**src/rtl/power_mode_controller_regs.svh**
```systemverilog
`ifndef POWER_MODE_CONTROLLER_REGS_SVH
`define POWER_MODE_CONTROLLER_REGS_SVH
// Register byte offsets.
`define PMC_CTRL_OFS 6'h00
`define PMC_STS_OFS 6'h04
`define PMC_VREG_OFS 6'h10
`define PMC_CORE_OFS 6'h14
// Control register fields.
`define CTRL_DEEPSEL_BIT 1
`define CTRL_DEEP_MODE_SELECT_BIT 0
`define CTRL_CLRWAKE_BIT 2
`define CTRL_CLRENTRY_BIT 3
`define CTRL_MONEN_BIT 4
`define CTRL_THR_LSB 5
`define CTRL_THR_MSB 7
// Status register fields.
`define STS_WAKE_BIT 0
`define STS_ENTRY_BIT 1
`define STS_BELOW_BIT 2
`define STS_MODE_LSB 4
`define STS_MODE_MSB 5
// Regulator register fields and reset values.
`define VREG_SEL_LSB 0
`define VREG_SEL_MSB 1
`define VREG_XLP_BIT 4
`define VREG_SEL_RST 2'h2
`define VREG_XLP_RST 1'h1
`define VREG_SEL_RSVD 2'h1
// Core control register fields.
`define CORE_DEEP_BIT 0
`define CORE_EXIT_BIT 1
`define CORE_PEND_BIT 2
// Timing in nanoseconds or cycles, and system clock period.
`define CLK_PERIOD_NS 5
`define WAKECLR_CYC 2
`define OSC_SETTLE_NS 1000
`define VREG_SETTLE_NS 5000
`endif

```
**src/rtl/power_mode_controller_pkg.sv**
```systemverilog
package power_mode_controller_pkg;
	// Power modes of the sequencer.
	typedef enum logic [1:0] {MODE_RUN, MODE_SLEEP, MODE_DEEP, MODE_STANDBY} pwr_mode_e;
endpackage

```
**src/rtl/power_mode_controller.sv**
```systemverilog
// The placing of the registers and the AHB-Lite register port are this design's own decisions.
`timescale 1ns/1ps
`include "power_mode_controller_regs.svh"
// Operation
// - Monitor runs only when enabled, threshold selected.
// - Below flag reports comparison, analog hysteresis.
// - Rising supply above threshold raises line 16.
// - Plain wait instruction enters Sleep immediately.
// - Sleep-on-exit enters Sleep on handler return.
// - Sleep stops only the CPU clock.
// - Sleep wakes on interrupt or event.
// - Event wake from pending interrupt or line.
// - Deep bit with deep select clear enters Deepsleep.
// - Deepsleep regulator mode follows lowpower select.
// - Extra lowpower reduces regulator further.
// - Deepsleep stops core clocks, fast oscillators.
// - Deepsleep wakes on external line by kind.
// - Deepsleep exit waits oscillator, then regulator.
// - Standby powers off regulator and core.
// - Standby tristates pins except exempt ones.
// - Standby exits on wake pin, rtc, reset.
// - Entry flag set on Standby, cleared by write.
// - Wake flag clears two cycles after write.
// - Threshold codes 2.3 to 2.9 V, 000 unused.
// - Voltage codes 00, 10, 11; 01 reserved.
module power_mode_controller
	import power_mode_controller_pkg::*;
#(
	parameter int OSC_CYC = (`OSC_SETTLE_NS + `CLK_PERIOD_NS - 1) / `CLK_PERIOD_NS,
	parameter int VREG_CYC = (`VREG_SETTLE_NS + `CLK_PERIOD_NS - 1) / `CLK_PERIOD_NS
) (
	// Clock and reset.
	input wire logic sys_clk,
	input wire logic reset_n,
	// AHB-Lite slave.
	input wire logic hsel,
	input wire logic [31:0] haddr,
	input wire logic [1:0] htrans,
	input wire logic hwrite,
	input wire logic [2:0] hsize,
	input wire logic [31:0] hwdata,
	input wire logic hready,
	output logic [31:0] hrdata,
	output logic hreadyout,
	output logic hresp,
	// Core wait and exception signals.
	input wire logic waitIntr,
	input wire logic waitEvent,
	input wire logic handlerReturn,
	input wire logic periphIrq,
	input wire logic periphPending,
	input wire logic extLineIrq,
	input wire logic extLineEvent,
	// Analog monitor comparator, asynchronous.
	input wire logic monBelowRaw,
	// Standby wakeup sources, asynchronous.
	input wire logic wakePin,
	input wire logic rtcAlarm,
	input wire logic rtcEvent,
	input wire logic extResetPin_n,
	input wire logic watchdogReset,
	// Oscillator ready.
	input wire logic fastOscStable,
	// Power and clock controls.
	output logic cpuClkStop,
	output logic coreClkStop,
	output logic fastOscOff,
	output logic selFastOsc,
	output logic vregLowPower,
	output logic vregExtraLow,
	output logic vregOff,
	output logic [1:0] vregSel,
	output logic [2:0] monThreshold,
	output logic monEnable,
	output logic padsHiZ,
	output logic coreRestart,
	output logic monIrqLine
);
	// Settle counts are loaded into a 16-bit down counter, so they must fit it.
	if (OSC_CYC < 1 || OSC_CYC > 65535 || VREG_CYC < 1 || VREG_CYC > 65535) begin : g_badSettle
		$error("Settle counts must lie between 1 and 65535.");
	end

	// Synchronised asynchronous inputs: three stages, change when 2 and 3 agree.
	logic [4:0] syn1_ff, syn2_ff, syn3_ff, synVal_ff;
	logic [4:0] nxt_synVal;
	logic [4:0] asyncIn;
	assign asyncIn = {monBelowRaw, wakePin, rtcAlarm | rtcEvent, ~extResetPin_n, watchdogReset};

	// Filter accepts a new level only when the last two stages agree.
	always_comb begin
		for (int i = 0; i < 5; i++) begin
			nxt_synVal[i] = (syn2_ff[i] == syn3_ff[i]) ? syn3_ff[i] : synVal_ff[i];
		end
	end

	// Synchroniser stages.
	always_ff @(posedge sys_clk or negedge reset_n) begin
		if (!reset_n) begin
			syn1_ff <= 5'h00;
			syn2_ff <= 5'h00;
			syn3_ff <= 5'h00;
			synVal_ff <= 5'h00;
		end else begin
			syn1_ff <= asyncIn;
			syn2_ff <= syn1_ff;
			syn3_ff <= syn2_ff;
			synVal_ff <= nxt_synVal;
		end
	end

	logic belowS, wakePinS, rtcS, resetS, wdogS;
	assign {belowS, wakePinS, rtcS, resetS, wdogS} = synVal_ff;

	// Bus address phase capture.
	logic dWr_ff, nxt_dWr;
	logic [5:0] dAddr_ff, nxt_dAddr;
	logic busTake;
	assign busTake = hsel && hready && htrans[1];

	// Register state.
	logic monEn_ff, deep_mode_select_ff, deepSel_ff, vregXlp_ff, coreDeep_ff, coreExit_ff, corePend_ff;
	logic [2:0] thr_ff;
	logic [1:0] vsel_ff;
	logic wakeFlag_ff, entryFlag_ff, clrWake_ff, clrWake2_ff, below_ff;
	logic nxt_monEn, nxt_deep_mode_select, nxt_deepSel, nxt_vregXlp, nxt_coreDeep, nxt_coreExit;
	logic nxt_corePend, nxt_wakeFlag, nxt_entryFlag, nxt_clrWake, nxt_clrWake2, nxt_below;
	logic [2:0] nxt_thr;
	logic [1:0] nxt_vsel;
	logic [31:0] nxt_rdata;
	logic enterStandby, standbyWake;
	// Current and next power mode; only the current one is read back through the status register.
	pwr_mode_e mode_ff, nxt_mode;

	// Register file next-state and read mux.
	always_comb begin
		nxt_dWr = busTake && hwrite;
		nxt_dAddr = busTake ? haddr[5:0] : dAddr_ff;
		nxt_monEn = monEn_ff;
		nxt_deep_mode_select = deep_mode_select_ff;
		nxt_deepSel = deepSel_ff;
		nxt_thr = thr_ff;
		nxt_vsel = vsel_ff;
		nxt_vregXlp = vregXlp_ff;
		nxt_coreDeep = coreDeep_ff;
		nxt_coreExit = coreExit_ff;
		nxt_corePend = corePend_ff;
		nxt_clrWake = 1'b0;
		nxt_clrWake2 = clrWake_ff;
		nxt_entryFlag = entryFlag_ff;
		nxt_wakeFlag = wakeFlag_ff;
		// Monitor flag valid only while monitoring is enabled.
		nxt_below = monEn_ff ? belowS : 1'b0;
		if (dWr_ff) begin
			case (dAddr_ff)
				`PMC_CTRL_OFS: begin
					nxt_deep_mode_select = hwdata[`CTRL_DEEP_MODE_SELECT_BIT];
					nxt_deepSel = hwdata[`CTRL_DEEPSEL_BIT];
					nxt_monEn = hwdata[`CTRL_MONEN_BIT];
					// Code 000 is not configurable; keep the old threshold.
					if (hwdata[`CTRL_THR_MSB:`CTRL_THR_LSB] != 3'h0) begin
						nxt_thr = hwdata[`CTRL_THR_MSB:`CTRL_THR_LSB];
					end
					nxt_clrWake = hwdata[`CTRL_CLRWAKE_BIT];
					if (hwdata[`CTRL_CLRENTRY_BIT]) begin
						nxt_entryFlag = 1'b0;
					end
				end
				`PMC_VREG_OFS: begin
					// Reserved voltage code is ignored.
					if (hwdata[`VREG_SEL_MSB:`VREG_SEL_LSB] != `VREG_SEL_RSVD) begin
						nxt_vsel = hwdata[`VREG_SEL_MSB:`VREG_SEL_LSB];
					end
					nxt_vregXlp = hwdata[`VREG_XLP_BIT];
				end
				`PMC_CORE_OFS: begin
					nxt_coreDeep = hwdata[`CORE_DEEP_BIT];
					nxt_coreExit = hwdata[`CORE_EXIT_BIT];
					nxt_corePend = hwdata[`CORE_PEND_BIT];
				end
				default: begin
					// Unmapped writes are ignored.
				end
			endcase
		end
		// Wake flag clears two cycles after the write; set wins.
		if (clrWake2_ff) begin
			nxt_wakeFlag = 1'b0;
		end
		if (standbyWake) begin
			nxt_wakeFlag = 1'b1;
		end
		// Entry sets the flag and wins over a clear.
		if (enterStandby) begin
			nxt_entryFlag = 1'b1;
		end
		// Read data for the next data phase.
		nxt_rdata = 32'h0000_0000;
		if (busTake && !hwrite) begin
			case (haddr[5:0])
				`PMC_CTRL_OFS: begin
					nxt_rdata[`CTRL_DEEP_MODE_SELECT_BIT] = deep_mode_select_ff;
					nxt_rdata[`CTRL_DEEPSEL_BIT] = deepSel_ff;
					nxt_rdata[`CTRL_MONEN_BIT] = monEn_ff;
					nxt_rdata[`CTRL_THR_MSB:`CTRL_THR_LSB] = thr_ff;
				end
				`PMC_STS_OFS: begin
					nxt_rdata[`STS_WAKE_BIT] = wakeFlag_ff;
					nxt_rdata[`STS_ENTRY_BIT] = entryFlag_ff;
					nxt_rdata[`STS_BELOW_BIT] = below_ff;
					nxt_rdata[`STS_MODE_MSB:`STS_MODE_LSB] = mode_ff;
				end
				`PMC_VREG_OFS: begin
					nxt_rdata[`VREG_SEL_MSB:`VREG_SEL_LSB] = vsel_ff;
					nxt_rdata[`VREG_XLP_BIT] = vregXlp_ff;
				end
				`PMC_CORE_OFS: begin
					nxt_rdata[`CORE_DEEP_BIT] = coreDeep_ff;
					nxt_rdata[`CORE_EXIT_BIT] = coreExit_ff;
					nxt_rdata[`CORE_PEND_BIT] = corePend_ff;
				end
				default: begin
					nxt_rdata = 32'h0000_0000;
				end
			endcase
		end else begin
			nxt_rdata = hrdata;
		end
	end

	// Sequencer state.
	logic byEvent_ff, nxt_byEvent, lpDeep_ff, nxt_lpDeep;
	logic [1:0] exitPh_ff, nxt_exitPh;
	logic [15:0] cnt_ff, nxt_cnt;
	logic restart_ff, nxt_restart, prevBelow_ff, irq_ff, nxt_irq;
	logic waitAny, sleepCause, wakeSleep, wakeDeep;
	assign waitAny = waitIntr || waitEvent;
	assign sleepCause = (waitAny && !coreExit_ff) || (coreExit_ff && handlerReturn);
	assign wakeSleep = byEvent_ff ? ((periphPending && corePend_ff) || extLineEvent)
		: periphIrq;
	assign wakeDeep = byEvent_ff ? extLineEvent : extLineIrq;
	assign standbyWake = (mode_ff == MODE_STANDBY)
		&& (wakePinS || rtcS || resetS || wdogS);
	assign enterStandby = (mode_ff == MODE_RUN) && waitAny && coreDeep_ff && deepSel_ff;

	// Mode sequencer next state.
	always_comb begin
		nxt_mode = mode_ff;
		nxt_byEvent = byEvent_ff;
		nxt_lpDeep = lpDeep_ff;
		nxt_exitPh = 2'h0;
		nxt_cnt = cnt_ff;
		nxt_restart = 1'b0;
		case (mode_ff)
			MODE_RUN: begin
				if (coreDeep_ff && waitAny) begin
					nxt_byEvent = waitEvent;
					nxt_lpDeep = deep_mode_select_ff;
					nxt_mode = deepSel_ff ? MODE_STANDBY : MODE_DEEP;
				end else if (!coreDeep_ff && sleepCause) begin
					nxt_byEvent = waitEvent && !coreExit_ff;
					nxt_mode = MODE_SLEEP;
				end
			end
			MODE_SLEEP: begin
				if (wakeSleep) begin
					nxt_mode = MODE_RUN;
				end
			end
			MODE_DEEP: begin
				nxt_exitPh = exitPh_ff;
				if (exitPh_ff == 2'h0 && wakeDeep) begin
					nxt_exitPh = 2'h1;
					nxt_cnt = 16'(OSC_CYC);
				end else if (exitPh_ff == 2'h1 && fastOscStable) begin
					// Oscillator stable; count its settle then regulator if low power.
					if (cnt_ff > 16'h0001) begin
						nxt_cnt = cnt_ff - 16'h0001;
					end else if (lpDeep_ff) begin
						nxt_exitPh = 2'h2;
						nxt_cnt = 16'(VREG_CYC);
					end else begin
						nxt_mode = MODE_RUN;
						nxt_exitPh = 2'h0;
					end
				end else if (exitPh_ff == 2'h2) begin
					if (cnt_ff > 16'h0001) begin
						nxt_cnt = cnt_ff - 16'h0001;
					end else begin
						nxt_mode = MODE_RUN;
						nxt_exitPh = 2'h0;
					end
				end
			end
			MODE_STANDBY: begin
				if (standbyWake) begin
					nxt_mode = MODE_RUN;
					nxt_restart = 1'b1;
				end
			end
			default: begin
				nxt_mode = MODE_RUN;
			end
		endcase
		// Interrupt line pulses when the supply rises above the threshold.
		nxt_irq = monEn_ff && prevBelow_ff && !below_ff;
	end

	// Bus, register file and sequencer state registers.
	always_ff @(posedge sys_clk or negedge reset_n) begin
		if (!reset_n) begin
			dWr_ff <= 1'b0;
			dAddr_ff <= 6'h00;
			hrdata <= 32'h0000_0000;
			monEn_ff <= 1'b0;
			deep_mode_select_ff <= 1'b0;
			deepSel_ff <= 1'b0;
			thr_ff <= 3'h0;
			vsel_ff <= `VREG_SEL_RST;
			vregXlp_ff <= `VREG_XLP_RST;
			coreDeep_ff <= 1'b0;
			coreExit_ff <= 1'b0;
			corePend_ff <= 1'b0;
			wakeFlag_ff <= 1'b0;
			entryFlag_ff <= 1'b0;
			clrWake_ff <= 1'b0;
			clrWake2_ff <= 1'b0;
			below_ff <= 1'b0;
			mode_ff <= MODE_RUN;
			byEvent_ff <= 1'b0;
			lpDeep_ff <= 1'b0;
			exitPh_ff <= 2'h0;
			cnt_ff <= 16'h0000;
			restart_ff <= 1'b0;
			prevBelow_ff <= 1'b0;
			irq_ff <= 1'b0;
		end else begin
			dWr_ff <= nxt_dWr;
			dAddr_ff <= nxt_dAddr;
			hrdata <= nxt_rdata;
			monEn_ff <= nxt_monEn;
			deep_mode_select_ff <= nxt_deep_mode_select;
			deepSel_ff <= nxt_deepSel;
			thr_ff <= nxt_thr;
			vsel_ff <= nxt_vsel;
			vregXlp_ff <= nxt_vregXlp;
			coreDeep_ff <= nxt_coreDeep;
			coreExit_ff <= nxt_coreExit;
			corePend_ff <= nxt_corePend;
			wakeFlag_ff <= nxt_wakeFlag;
			entryFlag_ff <= nxt_entryFlag;
			clrWake_ff <= nxt_clrWake;
			clrWake2_ff <= nxt_clrWake2;
			below_ff <= nxt_below;
			mode_ff <= nxt_mode;
			byEvent_ff <= nxt_byEvent;
			lpDeep_ff <= nxt_lpDeep;
			exitPh_ff <= nxt_exitPh;
			cnt_ff <= nxt_cnt;
			restart_ff <= nxt_restart;
			prevBelow_ff <= below_ff;
			irq_ff <= nxt_irq;
		end
	end

	// Power control outputs, each registered.
	always_ff @(posedge sys_clk or negedge reset_n) begin
		if (!reset_n) begin
			cpuClkStop <= 1'b0;
			coreClkStop <= 1'b0;
			fastOscOff <= 1'b0;
			selFastOsc <= 1'b0;
			vregLowPower <= 1'b0;
			vregExtraLow <= 1'b0;
			vregOff <= 1'b0;
			padsHiZ <= 1'b0;
		end else begin
			cpuClkStop <= nxt_mode != MODE_RUN;
			coreClkStop <= (nxt_mode == MODE_DEEP && nxt_exitPh == 2'h0)
				|| nxt_mode == MODE_STANDBY;
			fastOscOff <= (nxt_mode == MODE_DEEP && nxt_exitPh == 2'h0)
				|| nxt_mode == MODE_STANDBY;
			selFastOsc <= (mode_ff == MODE_DEEP && nxt_mode == MODE_RUN) ? 1'b1
				: (mode_ff == MODE_RUN ? 1'b0 : selFastOsc);
			vregLowPower <= nxt_mode == MODE_DEEP && nxt_lpDeep && nxt_exitPh != 2'h2;
			vregExtraLow <= nxt_mode == MODE_DEEP && nxt_lpDeep && vregXlp_ff
				&& nxt_exitPh != 2'h2;
			vregOff <= nxt_mode == MODE_STANDBY;
			padsHiZ <= nxt_mode == MODE_STANDBY;
		end
	end

	// Bus answers with zero wait states and always OKAY.
	assign hreadyout = 1'b1;
	assign hresp = 1'b0;
	assign vregSel = vsel_ff;
	assign monThreshold = thr_ff;
	assign monEnable = monEn_ff;
	assign coreRestart = restart_ff;
	assign monIrqLine = irq_ff;
endmodule

```
**config.mk**
```make
export PLATFORM = sky130hd
export DESIGN_NAME = power_mode_controller
export DESIGN_NICKNAME = d
export VERILOG_FILES = /design/src/rtl/power_mode_controller_pkg.sv /design/src/rtl/power_mode_controller.sv
export VERILOG_INCLUDE_DIRS = /design/src /design/src/rtl
export SDC_FILE = /design/constraint.sdc
export NUM_CORES = 1
export LEC_CHECK = 0
export BUFFER_PORTS_ARGS = -buffer_cell sky130_fd_sc_hd__buf_2
export CAP_MARGIN = 20
export CORE_MARGIN = 5
export CORE_UTILIZATION = 25
export DETAILED_ROUTE_END_ITERATION = 8
export HOLD_SLACK_MARGIN = 0.05
export MAX_ROUTING_LAYER = met4
export SETUP_SLACK_MARGIN = 0.2
export SLEW_MARGIN = 20
export SYNTH_ARGS = -nofsm -noshare
export SYNTH_HDL_FRONTEND = slang
export SYNTH_SLANG_ARGS = --single-unit
```
**constraint.sdc**
```tcl
create_clock -name sys_clk -period 4.1 [get_ports sys_clk]
set_input_delay 0.82 -clock sys_clk [delete_from_list [all_inputs] [get_ports sys_clk]]
set_output_delay 0.82 -clock sys_clk [all_outputs]
set_load 0.02 [all_outputs]
```
# Word-level counts from Yosys, hierarchy flattened
# Cells that the tools add are included.
# totals
register_bits	82
out_inout_bits	50
elab_cells	171
# classes
n_addsub	1
magnitude_cmp	1
eq_ne	19
muxes	49
bitwise_logic	2
n_reduce_logical	60
# ops
cell	n
$mux 16	6
$mux 2	18
$eq 6x5->1 const B	4
$logic_and 1x1->1	24
$mux 1	20
$gt 16x1->1 const B	1
$pmux 2 s4	2
$sub 16x1->16 const B	1
$reduce_bool 2->1	7
$logic_not 6->1	2
$reduce_bool 3->1	4
$eq 2x2->1 const B	5
$reduce_and 3->1	3
$logic_not 2->1	4
$reduce_and 2->1	4
$logic_or 1x1->1	7
$eq 6x3->1 const B	1
$eq 1x1->1	5
$eq 2x1->1 const B	2
$logic_not 1->1	4
$pmux 1 s2	2
$reduce_and 4->1	1
$pmux 1 s3	1
$ne 2x1->1 const B	1
other kinds (3)	3

# Longest topological paths before layout
# Gate-level depths: netlist of run 1.
# depth
ltp_word	11
ltp_mapped	9
mapped_depth_nobuf	9

# Worst setup path before layout of run 1
# No wires, ideal clock.
# synth_timing
path_type	register -> register
startpoint	register cnt_ff[0]
endpoint	register vregExtraLow
setup_ps	129
arrival_ps	1844
path_slack_ps	2127
path_stages_with_launch	10
cell_sequence	dfrtp_1 inv_1 ha_1 nor2_1 or4_4 nor4b_1 o21a_1 inv_2 o211ai_1 nor3b_1
# synth_between
elab_chain_len	10
elab_cells_between_ends	18
cone_classes	order compare (1); eq/ne (2); mux (12); reduce/logical (3)
# synth_rtl
element	line	source
start, declared	power_mode_controller.sv:234	logic [15:0] cnt_ff, nxt_cnt;
start signal, assigned	power_mode_controller.sv:359	cnt_ff <= nxt_cnt;
$gt 16x1->1 *	power_mode_controller.sv:277, power_mode_controller.sv:287	
$mux 2	power_mode_controller.sv:287	if (cnt_ff > 16'h0001) begin
$mux 2	power_mode_controller.sv:286	end else if (exitPh_ff == 2'h2) begin
$mux 2 *	power_mode_controller.sv:275	end else if (exitPh_ff == 2'h1 && fastOscStable) begin
$mux 2 *	power_mode_controller.sv:272	if (exitPh_ff == 2'h0 && wakeDeep) begin
$pmux 2 s4 *	power_mode_controller.sv:254	case (mode_ff)
via nxt_mode[1]	power_mode_controller.sv:133	pwr_mode_e mode_ff, nxt_mode;
$eq 2x2->1 *	power_mode_controller.sv:386	vregExtraLow <= nxt_mode == MODE_DEEP && nxt_lpDeep && vregXlp_ff
$logic_and 1x1->1 * (2 in series)	power_mode_controller.sv:386	
$logic_and 1x1->1 *	power_mode_controller.sv:387	&& nxt_exitPh != 2'h2;
end signal, assigned	power_mode_controller.sv:386	
end, declared	power_mode_controller.sv:70	output logic vregExtraLow,
# The timed path passes the listed nets; every way through them passes the cells marked *.
# A chain may end at the register's enable or synchronous reset.

# Final worst setup path of run 1
# layout_timing
startpoint	register cnt_ff[0]
endpoint	register vregLowPower
# layout_between
elab_chain_len	9
elab_cells_between_ends	17
cone_classes	order compare (1); eq/ne (2); mux (12); reduce/logical (2)
# layout_rtl
element	line	source
$gt 16x1->1 *	power_mode_controller.sv:277, power_mode_controller.sv:287	
$mux 2	power_mode_controller.sv:287	
$mux 2	power_mode_controller.sv:286	
$mux 2 *	power_mode_controller.sv:275	
$mux 2 *	power_mode_controller.sv:272	
$pmux 2 s4 *	power_mode_controller.sv:254	
via nxt_mode[1]	power_mode_controller.sv:133	
$eq 2x2->1 *	power_mode_controller.sv:385	vregLowPower <= nxt_mode == MODE_DEEP && nxt_lpDeep && nxt_exitPh != 2'h2;
$logic_and 1x1->1 * (2 in series)	power_mode_controller.sv:385	
end signal, assigned	power_mode_controller.sv:373	vregLowPower <= 1'b0;
end signal, assigned	power_mode_controller.sv:385	
end, declared	power_mode_controller.sv:69	output logic vregLowPower,
# Marks and branches as above.

==> results of run 1 <==
final timing paths:
check                           cells past startpoint        from           end
worst min-delay path                                0  syn1_ff[2]    syn2_ff[2]
worst max-delay path                                9   cnt_ff[0]  vregLowPower
worst max register to register                      9   cnt_ff[0]  vregLowPower
min in group asynchronous                           1     reset_n     cnt_ff[4]
worst min register to register                      0  syn1_ff[2]    syn2_ff[2]
max in group asynchronous                           1     reset_n    cnt_ff[12]
stage by stage:
step | area [sq um] | util [%] | hold slack, ps
after floorplan | 3931 | - | 331.2
after global placement | 4204 | 27.76 | 332.0
after detailed placement | 4204 | 27.76 | 334.7
after CTS | 4512 | 29.79 | 349.8
after global routing | 4516 | 29.81 | 352.2
final | 4516 | 29.81 | 348.3
state kept, by name, indices dropped and copies added (netlist names), 2 cells and up:
signal and cells:
cnt_ff 16, syn2_ff 5, mode_ff 2, vregSel 2, monThreshold 3, hrdata 7, exitPh_ff 2, syn3_ff 5
syn1_ff 5, dAddr_ff 6, synVal_ff 5
layer usage:
layer	track usage (%)	wire length [um]	up-vias	part of all wire, %
li1	-	-	1285	-
met3	2.026	385	4	4.8
met5	-	0	-	0
met1	12.56	3814	1303	47
met2	14.49	3813	84	47
met4	2.286	44	0	0.55
synth_stat cells, types with 3 or more instances:
| master | instances | share of area [%] |
|---|---|---|
| sky130_fd_sc_hd__a22o_1 | 11 | 2.5 |
| sky130_fd_sc_hd__mux2i_1 | 7 | 1.8 |
| sky130_fd_sc_hd__and2_1 | 4 | 0.65 |
| sky130_fd_sc_hd__a21oi_1 | 11 | 1.4 |
| sky130_fd_sc_hd__nand2b_1 | 5 | 0.82 |
| sky130_fd_sc_hd__o22a_1 | 3 | 0.68 |
| sky130_fd_sc_hd__o21ai_0 | 13 | 1.7 |
| sky130_fd_sc_hd__xnor2_1 | 5 | 1.1 |
| sky130_fd_sc_hd__nor3_1 | 13 | 1.7 |
| sky130_fd_sc_hd__clkbuf_1 | 7 | 0.68 |
| sky130_fd_sc_hd__dfrtp_1 | 80 | 52 |
| sky130_fd_sc_hd__a31oi_1 | 6 | 0.98 |
| sky130_fd_sc_hd__a211oi_1 | 3 | 0.59 |
| sky130_fd_sc_hd__maj3_1 | 5 | 1.3 |
| sky130_fd_sc_hd__nand3_1 | 10 | 1.3 |
| sky130_fd_sc_hd__or3_1 | 4 | 0.65 |
| sky130_fd_sc_hd__buf_4 | 29 | 5.7 |
| sky130_fd_sc_hd__nand2_1 | 18 | 1.8 |
| sky130_fd_sc_hd__inv_1 | 10 | 0.98 |
| sky130_fd_sc_hd__nor2_1 | 24 | 2.3 |
| sky130_fd_sc_hd__and4_1 | 3 | 0.68 |
| sky130_fd_sc_hd__mux2_2 | 15 | 4.4 |
where the power goes:
group / switching (mW) / internal [mW] / total [mW]
clock: 0.335 / 0.482 / 0.817
sequential: 0.177 / 0.967 / 1.14
combinational: 0.564 / 0.344 / 0.908
total: 1.08 / 1.79 / 2.87
cells by family (layout without fill, tap and decap cells):
family	after synthesis	in the layout	synth area share, %
other	2	27	0.1957
flip-flops	82	82	53.54
multiplexers	24	24	7.401
AO/OA/AOI/OAI	65	65	12.19
XOR/XNOR	5	5	1.141
buffers and inverters	50	85	7.760
adder cells (fa/ha/maj)	7	7	1.956
AND/OR/NAND/NOR	107	107	15.81
area by class of cell:
type / count / area [sq um] / share of cell area (%)
clock inverter: 7 / 82.58 / 1.829
multi-input combinational: 235 / 1579 / 34.97
timing repair buffer: 57 / 294.0 / 6.512
sequential: 82 / 2054 / 45.50
inverter: 12 / 45.04 / 0.9975
clock buffer: 9 / 225.2 / 4.988
tap: 188 / 235.2 / 5.209
==> results.sh, run 1 <==
export IMPL_grt_util_all_layers_pct=9.349
export IMPL_clk_transition_reported_paths_ps=60
export IMPL_slew_headroom_pct=51.12
export IMPL_yosys_warns=0
export IMPL_outcome="completed"
export IMPL_criticalPathCategory="flop to flop"
export IMPL_post_cts_repair_setup_buffers=0
export IMPL_cts_resized=0
export IMPL_setup_slack_ps=1858
export IMPL_std_cell_rows=45
export IMPL_totalPowerFinal_mw=2.869
export IMPL_insertedDiodeCount=0
export IMPL_synth_cell_type_count=61
export IMPL_place_gp_congestion=0.8469
export IMPL_cts_path_max_buffers=2
export IMPL_first_pass_grt_wire_length_um=13410
export IMPL_cpLargestDelayFamily="simple AND/OR/NAND/NOR gates"
export IMPL_drt_first_iter_violations=124
export IMPL_drcViolationCount=0
export IMPL_post_route_non_filler_standard_cell_count=590
export IMPL_layout_cells_most_common_list="sky130_fd_sc_hd__dfrtp_1, sky130_fd_sc_hd__buf_2, sky130_fd_sc_hd__conb_1"
export IMPL_post_route_fraction_of_the_period_consumed_by_the_critical_path_pct=54.69
export IMPL_placed_cells_incl_taps=574
export IMPL_setup_failing_eps_final=0
export IMPL_timing_critical_path_arrival_ps=2440
export IMPL_route_vias_total=2676
export IMPL_fmaxAchievable_mhz=446.0
export IMPL_dieArea_sq_mm=0.01793
export IMPL_drt_wl_total_um=8057
export IMPL_fp_dieH_um=133.9
export IMPL_drive_gt1_share_pct=27.11
export IMPL_placement_io_buffers=56
export IMPL_worst_r2r_setup_slack_ps=1860
export IMPL_synthesis_instances=342
export IMPL_cts_htree_levels=3
export IMPL_cts_hold_buf=0
export IMPL_cap_violations=0
export IMPL_commonest_non_fill_non_tap_cell_in_the_layout="sky130_fd_sc_hd__dfrtp_1"
export IMPL_cts_sinks=82
export IMPL_fillers=1541
export IMPL_area_growth_synth_to_final_pct=17.67
export IMPL_cts_tree="done"
export IMPL_num_io_pins=138
export IMPL_cts_buffers_inserted=9
export IMPL_rsz0062_at_grt="no"
export IMPL_timing_max_transition_violations_final=0
export IMPL_hold_class="flop to flop"
export IMPL_synth_top_flop_cell="sky130_fd_sc_hd__dfrtp_1"
export IMPL_grt_start_max_net_pins=83
export IMPL_final_hold_viol_count=0
export IMPL_grt_antenna_before_repair=0
export IMPL_dr_pass1_iters=4
export IMPL_dp_worst_setup_slack_ps=1764
export IMPL_synth_cell_area_sq_mm=0.003837
export IMPL_grt_pass1_vias=2706
export IMPL_power_static_leakage_nw=2.084
export IMPL_post_route_min_period_ps=2242
export IMPL_clock_skew_final_ps=4.641
export IMPL_worstPathRequired_ps=4300
export IMPL_clk_latency_ps=330
export IMPL_timing_worst_slew_pin_value_ps=733.2
export IMPL_root_buffer="sky130_fd_sc_hd__clkbuf_16"
export IMPL_dieWidth_um=133.9
export IMPL_core_sq_mm=0.01515
export IMPL_cpMostUsedCell="sky130_fd_sc_hd__nor2_1"
export IMPL_ordered_list_of_cells_on_the_worst_path="inv_1 -> ha_1 -> nor2_1 -> or4_4 -> nor4b_1 -> o21a_1 -> inv_2 -> o211ai_1 -> nor2_1"
export IMPL_detail_placement_hpwl_um=6050
export IMPL_crit_path_max_incr_delay_ps=460
export IMPL_final_setup_tns_ps=0
export IMPL_path_buf_inv=2
export IMPL_floorplan_initialDensity_pct=25.34
export IMPL_postSynthRegisterBits=82
export IMPL_seq_area_frac_synth_pct=53.54
export IMPL_drt_vias_per_instance=4.536
export IMPL_cpMaxStageDelayCell="sky130_fd_sc_hd__or4_4"
export IMPL_route_antenna_remaining_nets=0
export IMPL_setup_worst_path_end_class="flop"
export IMPL_fin_nets=487
export IMPL_synth_edff_count=0
export IMPL_ir_drop_v=0.0002607
export IMPL_grt_overflow_total=0
export IMPL_async_reset_ff_share_pct=100.0
export IMPL_kind_of_start_point_of_the_critical_path="flop"
export IMPL_powerDensity_mw_per_mm2=635.4
export IMPL_syn_area_per_cell_sq_um=11.22
export IMPL_routed_len_inst_um=13.66
export IMPL_critical_path_peak_fanout=5
Note: power is estimated with default switching activity, not from simulation.
==> inputs of run 2 (changes only) <==
Clock period 4.1 ns to 2.1 ns, I/O delays scaled along.
==> results.sh, run 2 (synthesis results as in run 1) <==
export IMPL_grt_util_met3_pct=2.401
export IMPL_ir_drop_v=0.0004732
export IMPL_totalPowerFinal_mw=6.116
export IMPL_largest_registers_in_the_final_layout="cnt_ff: 16 flops, hrdata: 7 flops, dAddr_ff: 6 flops"
export IMPL_post_route_fraction_of_the_period_consumed_by_the_critical_path_pct=99.46
export IMPL_cts_htree_levels=3
export IMPL_post_route_min_period_ps=2089
export IMPL_setup_slack_ps=11.38
export IMPL_layout_cells_most_common_list="sky130_fd_sc_hd__dfrtp_1, sky130_fd_sc_hd__buf_2, sky130_fd_sc_hd__conb_1"
export IMPL_grt_antenna_before_repair=0
export IMPL_drive_gt1_share_pct=38.05
export IMPL_num_io_pins=138
export IMPL_timing_max_transition_violations_final=0
export IMPL_placed_cells_incl_taps=585
export IMPL_setup_worst_path_end_class="flop"
export IMPL_first_pass_grt_wire_length_um=14790
export IMPL_drt_first_iter_violations=134
export IMPL_fin_area_sq_mm=0.004910
export IMPL_cts_path_max_buffers=2
export IMPL_finalHoldWorstSlack_ps=186.5
export IMPL_drt_vias_per_instance=4.548
export IMPL_clock_skew_final_ps=11.08
export IMPL_cts_sinks=82
export IMPL_floorplan_initialDensity_pct=25.34
export IMPL_std_cell_rows=45
export IMPL_worstPathRequired_ps=2330
export IMPL_clk_latency_ps=340
export IMPL_drcViolationCount=0
export IMPL_drt_wl_total_um=8931
export IMPL_post_route_non_filler_standard_cell_count=619
export IMPL_crit_path_max_incr_delay_ps=460
export IMPL_largest_register_ff_count=16
export IMPL_final_util_pct=32.42
export IMPL_power_static_leakage_nw=2.266
export IMPL_grt_pass1_vias=2824
export IMPL_path_buf_inv=2
export IMPL_outcome="completed"
export IMPL_final_setup_tns_ps=0
export IMPL_dieArea_sq_mm=0.01793
export IMPL_rsz0062_at_grt="yes"
export IMPL_cap_violations=0
export IMPL_max_flop_register="cnt_ff"
export IMPL_placement_io_buffers=56
export IMPL_dr_pass1_iters=4
export IMPL_placed_area_sq_mm=0.004318
export IMPL_fmaxAchievable_mhz=478.8
export IMPL_insertedDiodeCount=0
export IMPL_hold_class="input pin to flop"
export IMPL_kind_of_start_point_of_the_critical_path="flop"
export IMPL_gr_usage_met2_pct=16.70
export IMPL_route_antenna_remaining_nets=0
export IMPL_criticalPathCategory="flop to flop"
export IMPL_dp_worst_setup_slack_ps=10.33
export IMPL_timing_critical_path_arrival_ps=2320
export IMPL_detail_placement_hpwl_um=6630
export IMPL_cts_buffers_inserted=9
export IMPL_root_buffer="sky130_fd_sc_hd__clkbuf_16"
export IMPL_grt_util_met1_pct=13.45
export IMPL_setup_failing_eps_final=0
export IMPL_critical_path_peak_fanout=5
export IMPL_route_vias_total=2815
export IMPL_final_hold_viol_count=0
export IMPL_grt_start_max_net_pins=50
export IMPL_powerDensity_mw_per_mm2=1246
export IMPL_globalRoute_busiestLayer="met2"
export IMPL_area_growth_synth_to_final_pct=27.94
export IMPL_fp_dieH_um=133.9
export IMPL_dieWidth_um=133.9
export IMPL_commonest_non_fill_non_tap_cell_in_the_layout="sky130_fd_sc_hd__dfrtp_1"
export IMPL_grt_overflow_total=0
export IMPL_clk_transition_reported_paths_ps=70
export IMPL_ordered_list_of_cells_on_the_worst_path="inv_2 -> ha_4 -> nor2_4 -> or4_4 -> o21ai_4 -> buf_6 -> nand2_8 -> a211oi_2 -> nor3_1"
export IMPL_fin_nets=516
export IMPL_cts_tree="done"
export IMPL_worst_r2r_setup_slack_ps=10
export IMPL_core_sq_mm=0.01515
export IMPL_place_gp_congestion=0.8439
export IMPL_grt_util_all_layers_pct=10.53
export IMPL_cpLargestDelayFamily="simple AND/OR/NAND/NOR gates"
export IMPL_cpMaxStageDelayCell="sky130_fd_sc_hd__or4_4"
export IMPL_routed_len_inst_um=14.43
[run 2: cell types whose count changed in the layout (fill, tap and decap cells not counted), moves of 3 or more]
cell	previous run	this run
sky130_fd_sc_hd__nor3_1	13	10
sky130_fd_sc_hd__buf_6	1	4
sky130_fd_sc_hd__buf_4	1	24
sky130_fd_sc_hd__o21ai_0	13	10
sky130_fd_sc_hd__nor2_2	2	5
sky130_fd_sc_hd__nor2_1	24	20
[run 2: power breakdown]
part	switching, mW	total, mW	internal (mW)	leakage (nW)
clock network	0.679	1.50	0.824	0.143
registers	0.361	2.25	1.89	1.03
logic	1.33	2.36	1.03	1.10
total	2.37	6.12	3.75	2.27
[run 2: cell type report]
type | instances | area [sq um]
inverters | 12 | 45.04
multi-input cells | 236 | 1757
flip-flops and latches | 82 | 2057
fillers | 1501 | 10240
clock buffers | 9 | 225.2
well taps | 188 | 235.2
clock inverters | 7 | 60.06
repair buffers | 85 | 530.5
[run 2: worst register-to-register path, stage by stage (launching register included)]
cell and delay (ps):
sky130_fd_sc_hd__dfrtp_1 430, sky130_fd_sc_hd__inv_2 100, sky130_fd_sc_hd__ha_4 150, sky130_fd_sc_hd__nor2_4 40, sky130_fd_sc_hd__or4_4 460, sky130_fd_sc_hd__o21ai_4 310
sky130_fd_sc_hd__buf_6 170, sky130_fd_sc_hd__nand2_8 60, sky130_fd_sc_hd__a211oi_2 200, sky130_fd_sc_hd__nor3_1 70
[run 2: repair_timing]
item | CTS | global route
hold endpoints to repair | 9 | 0
setup endpoints to repair | 21 | 29
buffers inserted | 10 | 6
gates resized for setup | 13 | 26
hold buffers | 1 | 0
cloned | 1 | 0
pin swaps | 10 | 10
[run 2: metal layers]
metal,vias up,share of wire (%)
met4,0,1.5
met2,84,50
met3,13,4.5
met1,1371,44
met5,-,0
li1,1347,-
[run 2: path summary, 6_finish.rpt]
path,startpoint,to,cells past startpoint
worst min register to register,syn1_ff[0],syn2_ff[0],0
worst max register to register,cnt_ff[0],cnt_ff[3],9
min in group asynchronous,reset_n,cnt_ff[3],2
max in group asynchronous,reset_n,vregXlp_ff,3
worst min-delay path,watchdogReset,syn1_ff[0],1
worst max-delay path,cnt_ff[0],cnt_ff[3],9
